## config.mk

```make
export PLATFORM = sky130hd
export DESIGN_NAME = asqr_responder
export DESIGN_NICKNAME = d
export VERILOG_FILES = /design/src/asqr_responder.v /design/src/asqr_param_mem.v
export VERILOG_INCLUDE_DIRS = /design/src /design/src/inc
export SDC_FILE = /design/constraint.sdc
export NUM_CORES = 1
export LEC_CHECK = 0
export ABC_CLOCK_PERIOD_IN_PS = 4880
export BUFFER_PORTS_ARGS = -buffer_cell sky130_fd_sc_hd__buf_2
export CORE_ASPECT_RATIO = 0.5
export CORE_MARGIN = 4
export CORE_UTILIZATION = 57
export CTS_CLUSTER_SIZE = 14
export DETAILED_ROUTE_END_ITERATION = 8
export GPL_ROUTABILITY_DRIVEN = 0
export PLACE_DENSITY = 0.8
export SLEW_MARGIN = 20
export SYNTH_ARGS = -nofsm -noshare
export SYNTH_HDL_FRONTEND = slang
export SYNTH_SLANG_ARGS = --single-unit
```

## constraint.sdc

```tcl
create_clock -name i_mclk -period 4.88 [get_ports i_mclk]
set_clock_uncertainty 0.1 [all_clocks]
set_input_delay 1.464 -clock i_mclk [delete_from_list [all_inputs] [get_ports i_mclk]]
set_output_delay 1.464 -clock i_mclk [all_outputs]
set_load 0.03 [all_outputs]
```

## src/inc/asqr_defs.vh

```
// Constants for the axis status and readback responder.
// Assumes one 25 MHz clock and an upstream parser that hands over one decoded command at a time.
//
// How it works
// All-axes peek status: one 4-character field per axis, comma separated.
// All-axes peek status leaves the latched done flags untouched.
// Limit map bit is 1 when its sensor input is high, 0 when low.
// Positive limits of axes 3..0 sit in bits 11..8; bits 15..12 read high.
// Negative limits of axes 3..0 sit in bits 3..0; bits 7..4 read high.
// Limit query answers at once in single, all-axes and multi-axis modes.
// Single-axis clear status reports the axis, then clears its done flag.
// Single-axis status reply is LF CR CR, four characters, LF CR CR.
// Character 4 is P when moving positive, M when moving negative.
// Character 5 is D after a done-set; back to N after a clear.
// Character 6 is L while the limit in the shown direction is active.
// Character 7 is H while the home input is active, else N.
// All-axes clear status is accepted only in multi-axis modes.
// All-axes clear status clears every axis done flag after answering.
// Direction report gives the general I/O input/output map in hex.
// Acceleration report is zero when stopped or cruising.
// During a contour the acceleration report gives the lead-in value.
// Acceleration reply is wrapped in LF CR pairs front and back.
// Load user defaults copies the flash default set into the active set.
// Load factory defaults copies the factory set into the active set.
// Encoder readback gives the count of the axis, or of all axes.
// Single-axis peek status reports like the clear request but clears nothing.
// Every command here is refused without reply in contour-definition mode.
// Host picks the mode first and waits for the terminator before the next query.
`ifndef ASQR_DEFS_VH
`define ASQR_DEFS_VH

`define ASQR_NAX 4

// Addressing modes.
`define ASQR_MODE_SINGLE 2'h0
`define ASQR_MODE_ALL 2'h1
`define ASQR_MODE_MULTI 2'h2
`define ASQR_MODE_CONTOUR_DEF 2'h3

// Command codes.
`define ASQR_CMD_NONE 4'h0
`define ASQR_CMD_ALL_PEEK 4'h1
`define ASQR_CMD_SINGLE_PEEK 4'h2
`define ASQR_CMD_LIMIT_MAP 4'h3
`define ASQR_CMD_SINGLE_CLEAR 4'h4
`define ASQR_CMD_ALL_CLEAR 4'h5
`define ASQR_CMD_IO_DIR 4'h6
`define ASQR_CMD_ACCEL 4'h7
`define ASQR_CMD_LOAD_USER 4'h8
`define ASQR_CMD_LOAD_FACTORY 4'h9
`define ASQR_CMD_ENCODER 4'ha

// Characters.
`define ASQR_CH_LF 8'h0a
`define ASQR_CH_CR 8'h0d
`define ASQR_CH_COMMA 8'h2c
`define ASQR_CH_P 8'h50
`define ASQR_CH_M 8'h4d
`define ASQR_CH_D 8'h44
`define ASQR_CH_N 8'h4e
`define ASQR_CH_L 8'h4c
`define ASQR_CH_H 8'h48
`define ASQR_CH_0 8'h30
`define ASQR_CH_A_MINUS_10 8'h57

// Limit map filler nibble.
`define ASQR_LIM_FILL 4'hf

// Reply shapes: frame lengths and field widths in characters.
`define ASQR_LEN_STATUS_FRAME 2'h3
`define ASQR_LEN_PAIR_FRAME 2'h2
`define ASQR_LEN_LF_ONLY 2'h1
`define ASQR_LEN_NONE 2'h0
`define ASQR_LEN_STATUS 4'h4
`define ASQR_LEN_LIMIT 4'h4
`define ASQR_LEN_IODIR 4'h2
`define ASQR_LEN_WORD 4'h8

// Status field character positions.
`define ASQR_POS_DIR 4'h0
`define ASQR_POS_DONE 4'h1
`define ASQR_POS_LIMIT 4'h2

// Parameter set defaults.
`define ASQR_PARAM_WORDS 16
`define ASQR_PARAM_AW 4
`define ASQR_FACTORY_WORD 32'h0000_0000

`endif

```

## src/asqr_responder.v

```verilog
// Status and readback responder of the ASCII command interpreter.
// Assumes a decoded command strobe from the parser, a character sink with valid/ready,
// and a flash port whose read data follows its address by one clock.
`timescale 1ns/1ps
`include "asqr_defs.vh"

module asqr_responder #(
    parameter NAX = `ASQR_NAX,
    parameter WW = 32,
    parameter PW = `ASQR_PARAM_WORDS,
    parameter PAW = `ASQR_PARAM_AW
) (
    // Clock and reset.
    input wire i_mclk,
    input wire i_rst_b,
    // Command from the parser.
    input wire i_cmd_valid,
    input wire [3:0] i_cmd_code,
    input wire [1:0] i_mode,
    input wire [1:0] i_axis_sel,
    output reg o_busy,
    output reg o_cmd_invalid,
    // Reply characters.
    output reg o_tx_valid,
    output reg [7:0] o_tx_char,
    input wire i_tx_ready,
    // Axis pins.
    input wire [NAX-1:0] i_lim_pos,
    input wire [NAX-1:0] i_lim_neg,
    input wire [NAX-1:0] i_home,
    // Motion state.
    input wire [NAX-1:0] i_dir_neg,
    input wire [NAX-1:0] i_done_set,
    input wire [NAX-1:0] i_done_clr,
    input wire [NAX-1:0] i_accelerating,
    input wire [NAX*WW-1:0] i_accel,
    input wire i_contour_run,
    input wire [WW-1:0] i_contour_accel,
    input wire [NAX*WW-1:0] i_enc_pos,
    input wire [7:0] i_gpio_dir,
    // Flash default set.
    output reg [PAW-1:0] o_flash_addr,
    input wire [WW-1:0] i_flash_data,
    // Active parameter readback.
    input wire [PAW-1:0] i_param_addr,
    output wire [WW-1:0] o_param_data
);

// ----------------------------------------------------------------
// States
// ----------------------------------------------------------------
localparam ST_IDLE = 3'h0;
localparam ST_LEAD = 3'h1;
localparam ST_BODY = 3'h2;
localparam ST_TAIL = 3'h3;
localparam ST_LOAD = 3'h4;

// ----------------------------------------------------------------
// Functions
// ----------------------------------------------------------------
function [1:0] lead_len;
    input [3:0] cmd;
    begin
        case (cmd)
            `ASQR_CMD_SINGLE_PEEK, `ASQR_CMD_SINGLE_CLEAR: lead_len = `ASQR_LEN_STATUS_FRAME;
            `ASQR_CMD_ACCEL: lead_len = `ASQR_LEN_PAIR_FRAME;
            default: lead_len = `ASQR_LEN_NONE;
        endcase
    end
endfunction

function [1:0] tail_len;
    input [3:0] cmd;
    begin
        case (cmd)
            `ASQR_CMD_SINGLE_PEEK, `ASQR_CMD_SINGLE_CLEAR: tail_len = `ASQR_LEN_STATUS_FRAME;
            `ASQR_CMD_ACCEL: tail_len = `ASQR_LEN_PAIR_FRAME;
            default: tail_len = `ASQR_LEN_LF_ONLY;
        endcase
    end
endfunction

function [3:0] item_len;
    input [3:0] cmd;
    begin
        case (cmd)
            `ASQR_CMD_LIMIT_MAP: item_len = `ASQR_LEN_LIMIT;
            `ASQR_CMD_IO_DIR: item_len = `ASQR_LEN_IODIR;
            `ASQR_CMD_ACCEL, `ASQR_CMD_ENCODER: item_len = `ASQR_LEN_WORD;
            default: item_len = `ASQR_LEN_STATUS;
        endcase
    end
endfunction

function [7:0] hexc;
    input [3:0] nib;
    begin
        if (nib < 4'ha)
            hexc = `ASQR_CH_0 + {4'h0, nib};
        else
            hexc = `ASQR_CH_A_MINUS_10 + {4'h0, nib};
    end
endfunction

// Nibble of a word counted from the most significant end.
function [3:0] nib_of;
    input [WW-1:0] w;
    input [3:0] pos;
    input [3:0] len;
    reg [3:0] k;
    begin
        k = len - 4'h1 - pos;
        nib_of = w[k*4 +: 4];
    end
endfunction

// ----------------------------------------------------------------
// Pin synchronisers
// ----------------------------------------------------------------
reg [3*NAX-1:0] pin_meta_r;
reg [3*NAX-1:0] pin_sync_r;
wire [NAX-1:0] lim_pos_s = pin_sync_r[NAX-1:0];
wire [NAX-1:0] lim_neg_s = pin_sync_r[2*NAX-1:NAX];
wire [NAX-1:0] home_s = pin_sync_r[3*NAX-1:2*NAX];

always @(posedge i_mclk)
begin
    pin_meta_r <= {i_home, i_lim_neg, i_lim_pos};
    pin_sync_r <= pin_meta_r;
end

// ----------------------------------------------------------------
// Command acceptance
// ----------------------------------------------------------------
reg [2:0] state_r;
reg [2:0] state_nxt;
reg [3:0] cmd_r;
reg [1:0] axis_r;
reg all_r;
reg [3:0] pos_r;
reg [1:0] item_r;
reg [NAX-1:0] done_r;
reg [NAX-1:0] done_snap_r;

wire multi_mode = (i_mode == `ASQR_MODE_ALL) || (i_mode == `ASQR_MODE_MULTI);
wire take = i_cmd_valid && (state_r == ST_IDLE);
reg cmd_ok;

always @*
begin
    cmd_ok = 1'b0;
    if (i_mode != `ASQR_MODE_CONTOUR_DEF)
    begin
        case (i_cmd_code)
            `ASQR_CMD_ALL_PEEK, `ASQR_CMD_ALL_CLEAR: cmd_ok = multi_mode;
            `ASQR_CMD_SINGLE_PEEK, `ASQR_CMD_SINGLE_CLEAR: cmd_ok = !multi_mode;
            `ASQR_CMD_LIMIT_MAP, `ASQR_CMD_IO_DIR, `ASQR_CMD_ACCEL: cmd_ok = 1'b1;
            `ASQR_CMD_ENCODER, `ASQR_CMD_LOAD_USER, `ASQR_CMD_LOAD_FACTORY: cmd_ok = 1'b1;
            default: cmd_ok = 1'b0;
        endcase
    end
end

wire accept = take && cmd_ok;
wire is_load = (i_cmd_code == `ASQR_CMD_LOAD_USER) || (i_cmd_code == `ASQR_CMD_LOAD_FACTORY);

// ----------------------------------------------------------------
// Done flags
// ----------------------------------------------------------------
// The reply uses the snapshot, so clearing at acceptance still reports the old flags.
// A done-set arriving in the clearing cycle survives.
reg [NAX-1:0] done_clr_cmd;

always @*
begin
    done_clr_cmd = {NAX{1'b0}};
    if (accept && i_cmd_code == `ASQR_CMD_SINGLE_CLEAR)
        done_clr_cmd[i_axis_sel] = 1'b1;
    else if (accept && i_cmd_code == `ASQR_CMD_ALL_CLEAR)
        done_clr_cmd = {NAX{1'b1}};
end

always @(posedge i_mclk)
begin
    if (!i_rst_b)
        done_r <= {NAX{1'b0}};
    else
        done_r <= (done_r & ~(done_clr_cmd | i_done_clr)) | i_done_set;
end

always @(posedge i_mclk)
begin
    if (!i_rst_b)
        done_snap_r <= {NAX{1'b0}};
    else if (accept)
        done_snap_r <= done_r;
end

// ----------------------------------------------------------------
// Reply character
// ----------------------------------------------------------------
wire [1:0] axis_cur = all_r ? item_r : axis_r;
wire last_item = !all_r || (item_r == NAX - 1);
wire [3:0] ilen = item_len(cmd_r);
wire [WW-1:0] accel_sel = i_accel[axis_cur*WW +: WW];
wire [WW-1:0] enc_sel = i_enc_pos[axis_cur*WW +: WW];
wire [15:0] limit_map = {`ASQR_LIM_FILL, lim_pos_s, `ASQR_LIM_FILL, lim_neg_s};
reg [WW-1:0] accel_val;
reg [7:0] body_ch;
reg [7:0] ch_nxt;

always @*
begin
    if (i_contour_run)
        accel_val = i_contour_accel;
    else if (i_accelerating[axis_cur])
        accel_val = accel_sel;
    else
        accel_val = {WW{1'b0}};
end

always @*
begin
    body_ch = `ASQR_CH_COMMA;
    if (pos_r < ilen)
    begin
        case (cmd_r)
            `ASQR_CMD_LIMIT_MAP:
                body_ch = hexc(nib_of({{(WW-16){1'b0}}, limit_map}, pos_r, ilen));
            `ASQR_CMD_IO_DIR:
                body_ch = hexc(nib_of({{(WW-8){1'b0}}, i_gpio_dir}, pos_r, ilen));
            `ASQR_CMD_ACCEL:
                body_ch = hexc(nib_of(accel_val, pos_r, ilen));
            `ASQR_CMD_ENCODER:
                body_ch = hexc(nib_of(enc_sel, pos_r, ilen));
            default:
            begin
                case (pos_r)
                    `ASQR_POS_DIR:
                        body_ch = i_dir_neg[axis_cur] ? `ASQR_CH_M : `ASQR_CH_P;
                    `ASQR_POS_DONE:
                        body_ch = done_snap_r[axis_cur] ? `ASQR_CH_D : `ASQR_CH_N;
                    `ASQR_POS_LIMIT:
                        body_ch = (i_dir_neg[axis_cur] ? lim_neg_s[axis_cur] :
                                   lim_pos_s[axis_cur]) ? `ASQR_CH_L : `ASQR_CH_N;
                    default:
                        body_ch = home_s[axis_cur] ? `ASQR_CH_H : `ASQR_CH_N;
                endcase
            end
        endcase
    end
end

always @*
begin
    if (state_r == ST_BODY)
        ch_nxt = body_ch;
    else if (pos_r == 4'h0)
        ch_nxt = `ASQR_CH_LF;
    else
        ch_nxt = `ASQR_CH_CR;
end

// ----------------------------------------------------------------
// Sequencer
// ----------------------------------------------------------------
wire send_ok = !o_tx_valid || i_tx_ready;
wire sending = (state_r == ST_LEAD) || (state_r == ST_BODY) || (state_r == ST_TAIL);
wire step = sending && send_ok;
wire [3:0] body_end = last_item ? ilen - 4'h1 : ilen;
reg [PAW:0] load_cnt_r;
reg load_factory_r;
reg load_we_r;
reg [PAW-1:0] load_waddr_r;
wire load_last = (load_cnt_r == PW - 1);

always @*
begin
    state_nxt = state_r;
    case (state_r)
        ST_IDLE:
            if (accept && is_load)
                state_nxt = ST_LOAD;
            else if (accept)
                state_nxt = (lead_len(i_cmd_code) != `ASQR_LEN_NONE) ? ST_LEAD : ST_BODY;
        ST_LEAD:
            if (step && pos_r == {2'h0, lead_len(cmd_r)} - 4'h1)
                state_nxt = ST_BODY;
        ST_BODY:
            if (step && last_item && pos_r == body_end)
                state_nxt = ST_TAIL;
        ST_TAIL:
            if (step && pos_r == {2'h0, tail_len(cmd_r)} - 4'h1)
                state_nxt = ST_IDLE;
        ST_LOAD:
            if (load_last)
                state_nxt = ST_IDLE;
        default:
            state_nxt = ST_IDLE;
    endcase
end

always @(posedge i_mclk)
begin
    if (!i_rst_b)
    begin
        state_r <= ST_IDLE;
        cmd_r <= `ASQR_CMD_NONE;
        axis_r <= 2'h0;
        all_r <= 1'b0;
        pos_r <= 4'h0;
        item_r <= 2'h0;
        o_tx_valid <= 1'b0;
        o_tx_char <= 8'h00;
        o_busy <= 1'b0;
        o_cmd_invalid <= 1'b0;
    end
    else
    begin
        state_r <= state_nxt;
        o_busy <= (state_nxt != ST_IDLE);
        o_cmd_invalid <= take && !cmd_ok;
        if (accept)
        begin
            cmd_r <= i_cmd_code;
            axis_r <= i_axis_sel;
            all_r <= multi_mode && (i_cmd_code != `ASQR_CMD_LIMIT_MAP) &&
                     (i_cmd_code != `ASQR_CMD_IO_DIR);
            pos_r <= 4'h0;
            item_r <= 2'h0;
        end
        if (step)
        begin
            o_tx_valid <= 1'b1;
            o_tx_char <= ch_nxt;
            if (state_nxt != state_r)
                pos_r <= 4'h0;
            else if (state_r == ST_BODY && pos_r == ilen)
            begin
                pos_r <= 4'h0;
                item_r <= item_r + 2'h1;
            end
            else
                pos_r <= pos_r + 4'h1;
        end
        else if (i_tx_ready)
            o_tx_valid <= 1'b0;
    end
end

// ----------------------------------------------------------------
// Parameter set loading
// ----------------------------------------------------------------
// Flash data arrive one clock after the address, so the write trails the address.
always @(posedge i_mclk)
begin
    if (!i_rst_b)
    begin
        load_cnt_r <= {(PAW+1){1'b0}};
        load_factory_r <= 1'b0;
        load_we_r <= 1'b0;
        load_waddr_r <= {PAW{1'b0}};
        o_flash_addr <= {PAW{1'b0}};
    end
    else
    begin
        load_we_r <= (state_r == ST_LOAD);
        load_waddr_r <= o_flash_addr;
        if (accept && is_load)
        begin
            load_factory_r <= (i_cmd_code == `ASQR_CMD_LOAD_FACTORY);
            load_cnt_r <= {(PAW+1){1'b0}};
            o_flash_addr <= {PAW{1'b0}};
        end
        else if (state_r == ST_LOAD)
        begin
            load_cnt_r <= load_cnt_r + 1'b1;
            o_flash_addr <= load_cnt_r[PAW-1:0] + 1'b1;
        end
    end
end

asqr_param_mem #(
    .DW(WW),
    .AW(PAW)
) u_param_mem (
    .i_mclk(i_mclk),
    .i_we(load_we_r),
    .i_waddr(load_waddr_r),
    .i_wdata(load_factory_r ? `ASQR_FACTORY_WORD : i_flash_data),
    .i_raddr(i_param_addr),
    .o_rdata(o_param_data)
);

endmodule

```

## src/asqr_param_mem.v

```verilog
// Active parameter set storage: one write port, one read port with registered data.
// Assumes a single clock; a read of the word being written returns the old word.
`timescale 1ns/1ps

module asqr_param_mem #(
    parameter DW = 32,
    parameter AW = 4
) (
    // Clock.
    input wire i_mclk,
    // Write port.
    input wire i_we,
    input wire [AW-1:0] i_waddr,
    input wire [DW-1:0] i_wdata,
    // Read port.
    input wire [AW-1:0] i_raddr,
    output reg [DW-1:0] o_rdata
);

reg [DW-1:0] mem_r [0:(1<<AW)-1];

always @(posedge i_mclk)
begin
    if (i_we)
    begin
        mem_r[i_waddr] <= i_wdata;
    end
    o_rdata <= mem_r[i_raddr];
end

endmodule

```

# Yosys cells after proc, flatten, opt, wreduce, memory -nomap -nowiden
# Memory sizes are Yosys's and may differ from the RTL's. A register that Yosys moved wholly into a read port is not among the register bits.
# Cells that the tools add are included.
[op_classes]
add_sub_neg = 16
n_mul = 0
n_div = 0
order_cmp = 8
eq_ne = 34
n_shift = 6
muxes = 66
bitwise_logic = 5
n_reduce_logical = 37
[ops]
columns = ["cell", "n"]
rows = [
  ["128-bit by 8-bit indexed part select with 32-bit output", 2],
  ["32-bit by 7-bit indexed part select with 4-bit output", 4],
  ["32-bit two-way mux", 3],
  ["8-bit two-way mux", 6],
  ["7-bit by 4-bit adder with 8-bit output (first input constant)", 4],
  ["4-bit two-way mux", 8],
  ["8-bit case mux with 4 select lines", 1],
  ["6-bit by 4-bit adder with 7-bit output (first input constant)", 4],
  ["4-bit by 3-bit equality test with 1-bit output (second input constant)", 7],
  ["2-bit two-way mux", 12],
  ["3-bit two-way mux", 8],
  ["4-bit by 2-bit equality test with 1-bit output (second input constant)", 5],
  ["4-bit equality test", 4],
  ["4-bit equality test (second input constant)", 4],
  ["4-bit less-than comparator (second input constant)", 4],
  ["1-bit logical AND", 15],
  ["3-bit case mux with 5 select lines", 1],
  ["5-bit case mux with 3 select lines", 1],
  ["1-bit two-way mux", 13],
  ["1-bit binary-select mux with 2-bit select", 6],
  ["2-bit case mux with 2 select lines", 3],
  ["2-bit OR reduction", 5],
  ["4-bit by 1-bit adder with 4-bit output (second input constant)", 2],
  ["4-bit by 1-bit equality test with 1-bit output (second input constant)", 2],
  ["33 further kinds", 48],
]
[word_totals]
ff_bits = 74
latch_bits = 0
ram_bits = 512
mem_bits_ro = 0
input_bits = 373
out_inout_bits = 47
wordCells = 192
memories = 1
[mem_list]
columns = ["memory", "depth", "word_bits", "read_ports", "rd_ports_with_merged_regs", "wr", "line_no", "text"]
rows = [
  ["u_param_mem.mem_r", 16, 32, 1, 1, 1, "asqr_param_mem.v:20", "reg [DW-1:0] mem_r [0:(1<<AW)-1];"],
]

# Logic depth before layout (Yosys ltp)
# Gate-level depths: netlist (run 1).
[depth]
depth_word = 17
ltp_mapped = 19

# By module
# From an unflattened synthesis (run 1), not the netlist that was laid out.
[hier_totals]
hier_cells = 1776
area_unflattened_um2 = 27133.5
[modules_own_cells]
columns = ["mod", "n_inst", "cells_each", "area_each_um2"]
rows = [
  ["asqr_param_mem", 1, 838, 19854.0],
  ["asqr_responder", 1, 938, 7279.5],
]

# Least setup slack after synthesis (run 1)
# OpenSTA, ideal clock, no wires.
[synth_timing]
path_kind = "register to register"
from = "register cmd_r[1]"
to = "register o_tx_char[2]"
t_arrival_ns = 3.853
required_ns = 4.651
setup_slack_ns = 0.797
path_stages_with_launch = 20
period_less_slack_ns = 4.083
cell_sequence = "dfxtp_1 > clkbuf_1 > nor2b_1 > and3b_1 > clkbuf_1 > clkinv_1 > ha_1 > nand2b_1 > a21oi_1 > xnor2_1 > clkbuf_1 > nand2_1 > clkbuf_1 > or3_1 > ha_1 > o311a_1 > o21ai_0 > o21ai_0 > o41ai_1 > o21ai_1"
[synth_via]
elab_chain_cells = 11
elab_cells_between_ends = 32
cone_classes = "add/sub: 10; order compare: 5; eq/ne: 4; shift: 4; mux: 8; reduce/logical: 1"
[synth_lines]
columns = ["element", "line_no", "text"]
rows = [
  ["start: declaration", "asqr_responder.v:137", "reg [3:0] cmd_r;"],
  ["start signal: assignment", "asqr_responder.v:308", "cmd_r <= `ASQR_CMD_NONE;"],
  ["start signal: assignment", "asqr_responder.v:325", "cmd_r <= i_cmd_code;"],
  ["4-bit by 3-bit equality test with 1-bit output or 4-bit equality test (tied branches)", "asqr_responder.v:86, asqr_responder.v:227", ""],
  ["2-bit OR reduction", "asqr_responder.v:86", "case (cmd)"],
  ["4-bit case mux with 2 select lines", "asqr_responder.v:86", ""],
  ["4-bit by 1-bit subtractor with 4-bit output", "asqr_responder.v:112", "k = len - 4'h1 - pos;"],
  ["4-bit subtractor", "asqr_responder.v:112", ""],
  ["32-bit by 7-bit indexed part select with 4-bit output", "asqr_responder.v:113", "nib_of = w[k*4 +: 4];"],
  ["7-bit by 4-bit adder with 8-bit output (no source line) (tied with other cells)", "-", ""],
  ["8-bit two-way mux", "asqr_responder.v:98", "if (nib < 4'ha)"],
  ["8-bit case mux with 4 select lines", "asqr_responder.v:227", "case (cmd_r)"],
  ["8-bit two-way mux *", "asqr_responder.v:225", "if (pos_r < ilen)"],
  ["8-bit two-way mux *", "asqr_responder.v:256", "if (state_r == ST_BODY)"],
  ["end signal: assignment", "asqr_responder.v:335", "o_tx_char <= ch_nxt;"],
  ["end: declaration", "asqr_responder.v:25", "output reg [7:0] o_tx_char,"],
]
# Every way passes the cells marked *; elsewhere a longest branch is shown, timed or not.
# A chain may end at the register's enable or synchronous reset.

# Final worst setup path (run 1)
# Same ends and word-level chain as after synthesis.

==> run summary, run 1 <==
largest net degree at the start of global routing: 56
first-pass GRT wire length: 116 mm
hold buffers post-CTS: 0
Slew HR: 21.7%
worst-margin pin slew: 1.17 ns
First-pass DRT Iterations: 6
PwrDens: 344 nW/um^2
CTS tree: yes
Post-Syn Area: 27100 sq um
Lkg Pwr: 11.3 nW
TritonCTS Buffers: 52
Highest Clock Rate: 232 MHz
post-route ant nets: 0
register bit total from synthesis: 613
number of antenna violations at the first check in global routing: 6
Global Route Usage Sum: 30.7%
Fin Hold WS: 0.228 ns
total negative slack: 0 ns
die width: 317 um
Synth Flop Type: edfxtp_1
EDFF count, synth: 512
vias in the first global route: 18300
Hold Vio Cnt, Final: 0
Syn Area/Cell: 15.9 sq um
Gate Count Post-Synth: 1707
most frequent cells in the layout: edfxtp_1 (512), buf_2 (415), mux4_2 (193), nand2_1 (156), dfxtp_1 (100)
clock latency on the worst-skew pair: 0.58 ns
placed instance area: 30100 sq um
CP arrival: 4.66 ns
final WL: 78.5 mm
Crit Path Class: flip-flop to flip-flop
count of final max-slew check failures: 0
maximum VDD drop: 290 uV
H-tree Lvls: 2
setup bufs post-CTS: 0
Longest Clk Path Bufs: 3
Design Area, Final: 31700 sq um
Setup violations, final: 0
die area: 51400 sq um
FFs w/ async S/R, synth: 0%
Routed WL per cell: 28.1 um
HP Class: flip-flop to flip-flop
Clk pin slew, worst setup/hold paths: 0.07 ns
grt total ovfl: 0
CP Max Fanout: 11
Post-CTS Resized: 0
# port buffers: 418
Area growth, synth to finish: 16.6%
Core Region: 46900 sq um
most common cell after layout, fill and taps aside: edfxtp_1
fillers: 3129
final net count: 2504
run status: complete, no violations
share of cells above drive strength 1: 35.9%
synthesized net count: 2099
vias per cell: 6.42
minimum clock period: 4.31 ns
maxcap violations: 0
startpoint class of the critical path: flip-flop
Chip Height: 162 um
IO Pins: 420
Sinks on Clock Net: 613
clk root buf: clkbuf_16
Pwr Total: 10.9 mW
DR vias: 18000
Final HPWL DP: 47.4 mm
Initial Util: 57.8%
sequential share of the synthesized area: 64.1%
RSZ-0062 raised after global routing: false
critical path required time: 5.23 ns
post-synthesis cell type count: 85
initial DRC count: 2289
critical path capture point type: flip-flop
DRC: 0
crit share post-route: 88.3%
standard-cell rows: 56
Synth Warn #: 0
registers in the layout, indices dropped and copies added (netlist names):
register,count
o_cmd_invalid,1
cmd_r,4
u_param_mem.mem_r,512
o_tx_valid,1
load_factory_r,1
state_r,3
load_cnt_r,2
u_param_mem.o_rdata,32
done_r,4
o_tx_char,7
done_snap_r,4
pin_sync_r,12
axis_r,2
pos_r,4
pin_meta_r,12
o_busy,1
o_flash_addr,3
item_r,2
all_r,1
load_waddr_r,4
load_we_r,1
cells by family (layout without fill, tap and decap cells):
family | Yosys count | after routing | synth area share (%)
xor+xnor | 16 | 16 | 0.516
flops | 613 | 613 | 64.1
other cells | 1 | 7 | 0.0138
mux | 266 | 266 | 18.9
simple gates | 460 | 460 | 8.33
fa+ha+maj | 19 | 19 | 0.876
buf+inv | 136 | 583 | 2.33
compound gates | 196 | 196 | 5.00
per-layer routing:
| metal | share of wire [%] | vias up | global-route usage [%] | wire, um |
|---|---|---|---|---|
| met5 | 0 | - | 0 | 0 |
| met4 | 3.3 | 0 | 10.3 | 2570 |
| met3 | 9.1 | 180 | 5.60 | 7130 |
| met2 | 52 | 1180 | 53.3 | 41000 |
| met1 | 35 | 8994 | 39.5 | 27800 |
| li1 | - | 7598 | - | - |
layout make-up:
cell class	count	area (sq um)	area share [%]
Clock inverter	8	109	0.344
Clock buffer	88	1480	4.66
Timing Repair Buffer	465	2520	7.96
Tap cell	638	798	2.52
Antenna cell	6	15.0	0.0474
Sequential cell	613	17400	54.9
Multi-Input combinational cell	958	9260	29.3
Inverter	22	82.6	0.261
critical path: stages, from the launching register on:
cell and delay [ns]:
dfxtp_1 0.46, nor2b_1 0.23, and3b_1 0.36, clkinv_1 0.27
ha_1 0.24, nand2b_1 0.13, a21oi_1 0.24, xnor2_1 0.15
buf_4 0.20, nand2_1 0.20, buf_4 0.27, nor3_1 0.35
nor2_1 0.15, ha_1 0.24, o2111ai_1 0.09, a21oi_1 0.13
o41ai_1 0.26, o21ai_1 0.11
cells in the mapped netlist, drive strengths merged (8+ instances only):
master | n | area, sq um
edfxtp | 512 | 15400
mux4 | 193 | 4350
nand2 | 156 | 586
dfxtp | 101 | 2020
nor2 | 88 | 330
clkbuf | 63 | 236
mux2i | 61 | 627
nand3 | 60 | 305
buf | 51 | 313
a21oi | 47 | 235
nor2b | 43 | 269
o21ai | 34 | 170
inv | 20 | 75.1
ha | 19 | 238
nand4 | 19 | 119
nor3 | 19 | 111
a31oi | 12 | 81.3
mux2 | 12 | 146
a211oi | 11 | 82.6
nor4 | 11 | 75.1
xnor2 | 11 | 96.3
nand2b | 10 | 62.6
a221oi | 9 | 85.1
and2 | 9 | 56.3
o211ai | 8 | 65.1
path summary, 6_finish.rpt:
path / from / to / slack (ns) / cells past startpoint
min reg2reg: pin_meta_r[3] / pin_sync_r[3] / 0.23 / 0
max: cmd_r[1] / o_tx_char[2] / 0.57 / 17
min: pin_meta_r[3] / pin_sync_r[3] / 0.23 / 0
max reg2reg: cmd_r[1] / o_tx_char[2] / 0.57 / 17
through the flow:
step                      instances  setup WS (ns)  util [%]
after floorplan                1707          0.797         -
after global placement         2696          0.819      64.0
after global routing           2798          0.205      67.4
final                          2798          0.569      67.4
after CTS                      2792          0.668      67.4
after detailed placement       2696          0.676      64.0
power by group:
group | total, mW | internal, mW | switching [mW] | leakage (nW)
sequential | 5.77 | 5.72 | 0.0434 | 5.44
combinational | 1.14 | 0.494 | 0.643 | 5.08
clock | 4.00 | 2.13 | 1.87 | 0.756
total | 10.9 | 8.34 | 2.56 | 11.3
Power figures use the tool's default switching activity.
==> run 2, diff against run 1 <==
--- a/config.mk
+++ b/config.mk
@@ -14,6 +14,7 @@
 export CTS_CLUSTER_SIZE = 14
 export DETAILED_ROUTE_END_ITERATION = 8
 export GPL_ROUTABILITY_DRIVEN = 0
+export MAX_ROUTING_LAYER = met4
 export PLACE_DENSITY = 0.8
 export SLEW_MARGIN = 20
 export SYNTH_ARGS = -nofsm -noshare
==> run 2 against run 1 <==
First-iteration DRC count is 0.48% lower. Design area barely moved. Clock power hardly changed. Register-to-register slack is essentially flat. Critical path type unchanged. Wire length is 0.16% lower. Critical path depth is the same. Total power about the same. Largest power group unchanged. Maximum frequency is essentially flat. Sequential cell count stayed put. Combinational power about the same. Global-route usage up 0.95 points.
==> run summary, run 2 (synthesis gave the netlist of run 1 again) <==
run status: complete, no violations
Setup WS post-layout: 0.567 ns (-0.00218 ns)
count of final max-slew check failures: 0 (unchanged)
most flop-heavy register: u_param_mem.mem_r
post-route ant nets: 0 (unchanged)
Non-Filler Instances: 2799 (+0.036%)
Core Region: 46900 sq um (unchanged)
grt total ovfl: 0 (unchanged)
critical path required time: 5.23 ns (about the same)
final net count: 2504 (unchanged)
H-tree Lvls: 2 (unchanged)
Chip Height: 162 um (unchanged)
largest net degree at the start of global routing: 56 (unchanged)
Slew HR: 21.5% (-0.15 points)
max FFs per register: 512 (unchanged)
Hold Vio Cnt, Final: 0 (unchanged)
HP Class: flip-flop to flip-flop
most common cell after layout, fill and taps aside: edfxtp_1
Seq pwr share: 52.9% (about the same)
# placed instances: 2696 (unchanged)
vias in the first global route: 18300 (-0.21%)
pre-CTS WS: 0.676 ns (unchanged)
Design Area, Final: 31700 sq um (about the same)
placed instance area: 30100 sq um (unchanged)
critical path capture point type: flip-flop
Clk pin slew, worst setup/hold paths: 0.07 ns (about the same)
RSZ-0062 raised after global routing: false
vias per cell: 6.41 (about the same)
combinational share of power: 10.4% (about the same)
Post-CTS Resized: 0 (unchanged)
# port buffers: 418 (unchanged)
DR vias: 17900 (-0.033%)
crit share post-route: 88.4% (about the same)
first-pass GRT wire length: 116 mm (about the same)
Routed WL per cell: 28.0 um (-0.20%)
Crit-path slowest cell: dfxtp_1
Longest Clk Path Bufs: 3 (unchanged)
hold buffers post-CTS: 0 (unchanged)
Crit Path Class: flip-flop to flip-flop
clock latency on the worst-skew pair: 0.60 ns (+0.02 ns)
initial DRC count: 2278 (-0.48%)
setup bufs post-CTS: 0 (unchanged)
DRC: 0 (unchanged)
Sinks on Clock Net: 613 (unchanged)
Clk pwr share: 36.6% (about the same)
Initial Util: 57.8% (unchanged)
standard-cell rows: 56 (unchanged)
maximum VDD drop: 290 uV (-0.16%)
Global Route Usage Sum: 31.6% (+0.95 points)
minimum clock period: 4.31 ns (+0.00218 ns)
maxcap violations: 0 (unchanged)
Largest regs: u_param_mem.mem_r: 512 flops, u_param_mem.o_rdata: 32 flops
Internal Dissipation: 8.34 mW (about the same)
final WL: 78.4 mm (-0.16%)
number of antenna violations at the first check in global routing: 7 (+1)
CP Max Fanout: 11 (unchanged)
startpoint class of the critical path: flip-flop
total negative slack: 0 ns (unchanged)
CP max stage delay: 0.46 ns (about the same)
die area: 51400 sq um (unchanged)
First-pass DRT Iterations: 8 (+2)
share of cells above drive strength 1: 35.9% (unchanged)
CP arrival: 4.66 ns (about the same)
PwrDens: 344 nW/um^2 (about the same)
worst path cell trace: nor2b_1 > and3b_1 > clkinv_1 > ha_1 > nand2b_1 > a21oi_1 > xnor2_1 > buf_4 > nand2_1 > buf_4 > nor3_1 > nor2_1 > ha_1 > o2111ai_1 > a21oi_1 > o41ai_1 > o21ai_1
most frequent cells in the layout: edfxtp_1 (512), buf_2 (415), mux4_2 (193), nand2_1 (156), dfxtp_1 (100)
Area growth, synth to finish: 16.6% (about the same)
TritonCTS Buffers: 52 (unchanged)
Lkg Pwr: 11.3 nW (unchanged)
Setup violations, final: 0 (unchanged)
Highest Clock Rate: 232 MHz (about the same)
IO Pins: 420 (unchanged)
Switching Share: 23.4% (-0.043 points)
NetSw: 2.55 mW (-0.24%)
Pwr Total: 10.9 mW (about the same)
die width: 317 um (unchanged)
clk root buf: clkbuf_16
Final HPWL DP: 47.4 mm (unchanged)
worst-margin pin slew: 1.18 ns (+0.00226 ns)
CTS tree: yes
[run 2: changes by cell type in the layout (fill, tap and decap cells not counted), sizes merged]
cell,change
diode,+1
[run 2: through the flow]
step / hold WS, ns / utilization [%]
6_report: 0.227 / 67.5
5_1_grt: 0.235 / 67.5
4_1_cts: 0.227 / 67.4
3_5_place_dp: 0.212 / 64.0
3_3_place_gp: 0.212 / 64.0
2_1_floorplan: 0.210 / -
[run 2: final cells by class]
| class | instances | area [sq um] |
|---|---|---|
| antenna | 7 | 17.5 |
| clock inverter | 8 | 109 |
| clock buffer | 88 | 1480 |
| multi-input combinational | 958 | 9260 |
| tap | 638 | 798 |
| timing repair buffer | 465 | 2520 |
| fill | 3128 | 15300 |
| sequential | 613 | 17400 |
| inverter | 22 | 82.6 |
[run 2: critical path: cells and delay by family (launching register included)]
| family | cells | cell delay [ns] |
|---|---|---|
| AO/OA/AOI/OAI | 5 | 0.83 |
| XOR/XNOR | 1 | 0.15 |
| adder cells (fa/ha/maj) | 2 | 0.48 |
| buffers and inverters | 3 | 0.73 |
| flip-flops | 1 | 0.46 |
| AND/OR/NAND/NOR | 6 | 1.46 |
[run 2: power by group through the flow]
stage          clock, mW  sequential (mW)  combinational (mW)
4_1_cts             4.03             5.77                1.13
3_5_place_dp           0             5.88                1.11
5_1_grt             4.29             5.77                1.22
2_1_floorplan          0             5.93               0.662
6_report            3.99             5.77                1.14
3_3_place_gp           0             5.88                1.10
[run 2: final timing paths]
kind,startpoint,endpoint,slack (ns),cells after the start
setup / recovery,cmd_r[1],o_tx_char[2],0.57,17
setup reg to reg,cmd_r[1],o_tx_char[2],0.57,17
hold reg to reg,pin_meta_r[3],pin_sync_r[3],0.23,0
hold / removal,pin_meta_r[3],pin_sync_r[3],0.23,0
[run 2: routing by layer]
layer	share of wire (%)	track usage (%)	vias up
li1	-	-	7606
met1	36	39.6	9029
met2	52	53.2	1131
met3	8.4	5.37	180
met4	3.2	10.5	0
met5	0	-	-
==> run 3, diff against run 2 <==
--- a/config.mk
+++ b/config.mk
@@ -6,7 +6,7 @@
 export SDC_FILE = /design/constraint.sdc
 export NUM_CORES = 1
 export LEC_CHECK = 0
-export ABC_CLOCK_PERIOD_IN_PS = 4880
+export ABC_CLOCK_PERIOD_IN_PS = 4800
 export BUFFER_PORTS_ARGS = -buffer_cell sky130_fd_sc_hd__buf_2
 export CORE_ASPECT_RATIO = 0.5
 export CORE_MARGIN = 4
==> constraint.sdc (replaced) <==
create_clock -name i_mclk -period 4.8 [get_ports i_mclk]
set_clock_uncertainty 0.1 [all_clocks]
set_input_delay 1.44 -clock i_mclk [delete_from_list [all_inputs] [get_ports i_mclk]]
set_output_delay 1.44 -clock i_mclk [all_outputs]
set_load 0.03 [all_outputs]
==> run 3 against run 2 <==
Design area down 0.15%. Cell count fell by 0.29%. Via count is 0.80% lower. Critical endpoint unchanged. Clock power barely moved. Sequential cell count unchanged. Count of clock-buffer cells in the layout fell by 4. Die area unchanged. Largest power group unchanged. Setup slack worse by 0.13 ns. Hold slack lost 0.00090 ns. Critical path depth down 1. Maximum frequency down 1.1%. Highest routed layer unchanged. Global-route usage fell by 1.0 points.
==> run summary, run 3 (synthesis gave the netlist of run 1 again) <==
number of antenna violations at the first check in global routing: 4 (-3)
Core Region: 46900 sq um (unchanged)
Setup violations, final: 0 (unchanged)
Crit-path slowest cell: or3_1
worst-margin pin slew: 1.06 ns (-0.118 ns)
Longest Clk Path Bufs: 3 (unchanged)
Setup WS post-layout: 0.438 ns (-0.129 ns)
most flop-heavy register: u_param_mem.mem_r
clk root buf: clkbuf_16
CP arrival: 4.73 ns (+0.07 ns)
hold buffers post-CTS: 0 (unchanged)
Post-CTS Resized: 0 (unchanged)
maxcap violations: 0 (unchanged)
PwrDens: 348 nW/um^2 (+1.2%)
clock latency on the worst-skew pair: 0.58 ns (-0.02 ns)
Area growth, synth to finish: 16.5%
max FFs per register: 512 (unchanged)
DR vias: 17800 (-0.80%)
RSZ-0062 raised after global routing: false
total negative slack: 0 ns (unchanged)
reg2reg end: o_tx_char[2]
die area: 51400 sq um (unchanged)
first-pass GRT wire length: 113 mm (-2.7%)
Global Route Usage Sum: 30.6% (-1.0 points)
Largest regs: u_param_mem.mem_r: 512 flops, u_param_mem.o_rdata: 32 flops
initial DRC count: 1888 (-17%)
final net count: 2504 (unchanged)
# port buffers: 418 (unchanged)
startpoint class of the critical path: flip-flop
post-route ant nets: 0 (unchanged)
standard-cell rows: 56 (unchanged)
Clk pin slew, worst setup/hold paths: 0.07 ns (about the same)
pre-CTS WS: 0.576 ns (-0.100 ns)
largest net degree at the start of global routing: 59 (+5.4%)
critical path capture point type: flip-flop
vias in the first global route: 18100 (-0.71%)
Lkg Pwr: 11.3 nW (about the same)
Worst R2R Path Depth: 16 (-1)
Worst Hold Depth: 0 (unchanged)
setup bufs post-CTS: 0 (unchanged)
Slew HR: 29.3% (+7.7 points)
TritonCTS Buffers: 51 (-1.9%)
Design Area, Final: 31600 sq um (-0.15%)
most common cell after layout, fill and taps aside: edfxtp_1
Worst R2R Setup Slack: 0.44 ns (-0.13 ns)
Fin Hold WS: 0.226 ns (-0.000897 ns)
count of final max-slew check failures: 0 (unchanged)
Critical Path Source: cmd_r[1]
Sinks on Clock Net: 613 (unchanged)
placed instance area: 30000 sq um (about the same)
H-tree Lvls: 2 (unchanged)
grt total ovfl: 0 (unchanged)
most frequent cells in the layout: edfxtp_1 (512), buf_2 (414), mux4_2 (193), nand2_1 (156), dfxtp_1 (100)
run status: complete, no violations
maximum VDD drop: 250 uV (-14%)
Hold Vio Cnt, Final: 0 (unchanged)
IO Pins: 420 (unchanged)
Initial Util: 57.8% (unchanged)
critical path required time: 5.16 ns (-0.07 ns)
crit share post-route: 90.9% (+2.5 points)
FF-to-FF Start: cmd_r[1]
Highest Clock Rate: 229 MHz (-1.1%)
Routed WL per cell: 27.3 um (-2.4%)
HP Class: flip-flop to flip-flop
CP Max Fanout: 13 (+2)
fillers: 3133 (+0.16%)
Setup crit end: o_tx_char[2]
Chip Height: 162 um (unchanged)
CP max stage delay: 0.48 ns (+0.02 ns)
Final HPWL DP: 48.2 mm (+1.6%)
DRC: 0 (unchanged)
vias per cell: 6.38 (-0.52%)
First-pass DRT Iterations: 6 (-2)
share of cells above drive strength 1: 36.0% (+0.084 points)
final WL: 76.3 mm (-2.6%)
Pwr Total: 11.0 mW (+1.1%)
die width: 317 um (unchanged)
worst path cell trace: nor2b_1 > and3b_1 > clkinv_1 > ha_1 > nand2b_1 > a21oi_1 > xnor2_1 > buf_4 > nand2_1 > or3_1 > ha_1 > o311a_1 > o21ai_0 > o21ai_0 > o41ai_1 > o21ai_1
minimum clock period: 4.36 ns (+0.0494 ns)
Crit Path Class: flip-flop to flip-flop
CTS tree: yes
run 3: worst max-delay path: cells and delay by family (launching register included):
family	cells	cell delay, ns
DFF	1	0.45
and+or+nand+nor	5	1.55
buffers and inverters	2	0.45
AOI/OAI and AO/OA	6	1.03
xor gates and xnor gates	1	0.15
adders and majority gates	2	0.48
run 3: per-stage QoR:
step | utilization (%) | std cells
4_1_cts | 67.3 | 2787
6_report | 67.4 | 2791
3_3_place_gp | 64.0 | 2697
5_1_grt | 67.4 | 2791
3_5_place_dp | 64.0 | 2697
2_1_floorplan | - | 1707
run 3: per-layer routing:
layer	part of all wire, %	up-vias	global-route usage, %
met5	0	-	-
met2	53	1106	52.9
li1	-	7606	-
met3	8.1	166	3.97
met1	36	8924	38.7
met4	2.9	0	8.55
run 3: worst min-delay path by stage:
stage,from,slack [ns],end
finish,pin_meta_r[11],0.23,pin_sync_r[11]
detailed placement,pin_meta_r[3],0.21,pin_sync_r[3]
CTS,pin_meta_r[3],0.23,pin_sync_r[3]
global route,pin_meta_r[11],0.23,pin_sync_r[11]
global placement,pin_meta_r[10],0.21,pin_sync_r[10]
floorplan,pin_meta_r[0],0.21,pin_sync_r[0]
run 3: final cells by class:
cell class              instances  area (sq um)  area share, %
clock buffers                  84          1470           4.65
repair buffers                466          2510           7.93
multi-input cells             958          9260           29.3
flip-flops and latches        613         17400           55.0
diodes                          4          10.0         0.0317
well taps                     638           798           2.52
inverters                      22          82.6          0.261
clock inverters                 6          92.6          0.293
run 3: power breakdown:
part,switching (mW),internal [mW]
Combinational,0.648,0.501
Clock,1.84,2.15
Sequential,0.0497,5.82
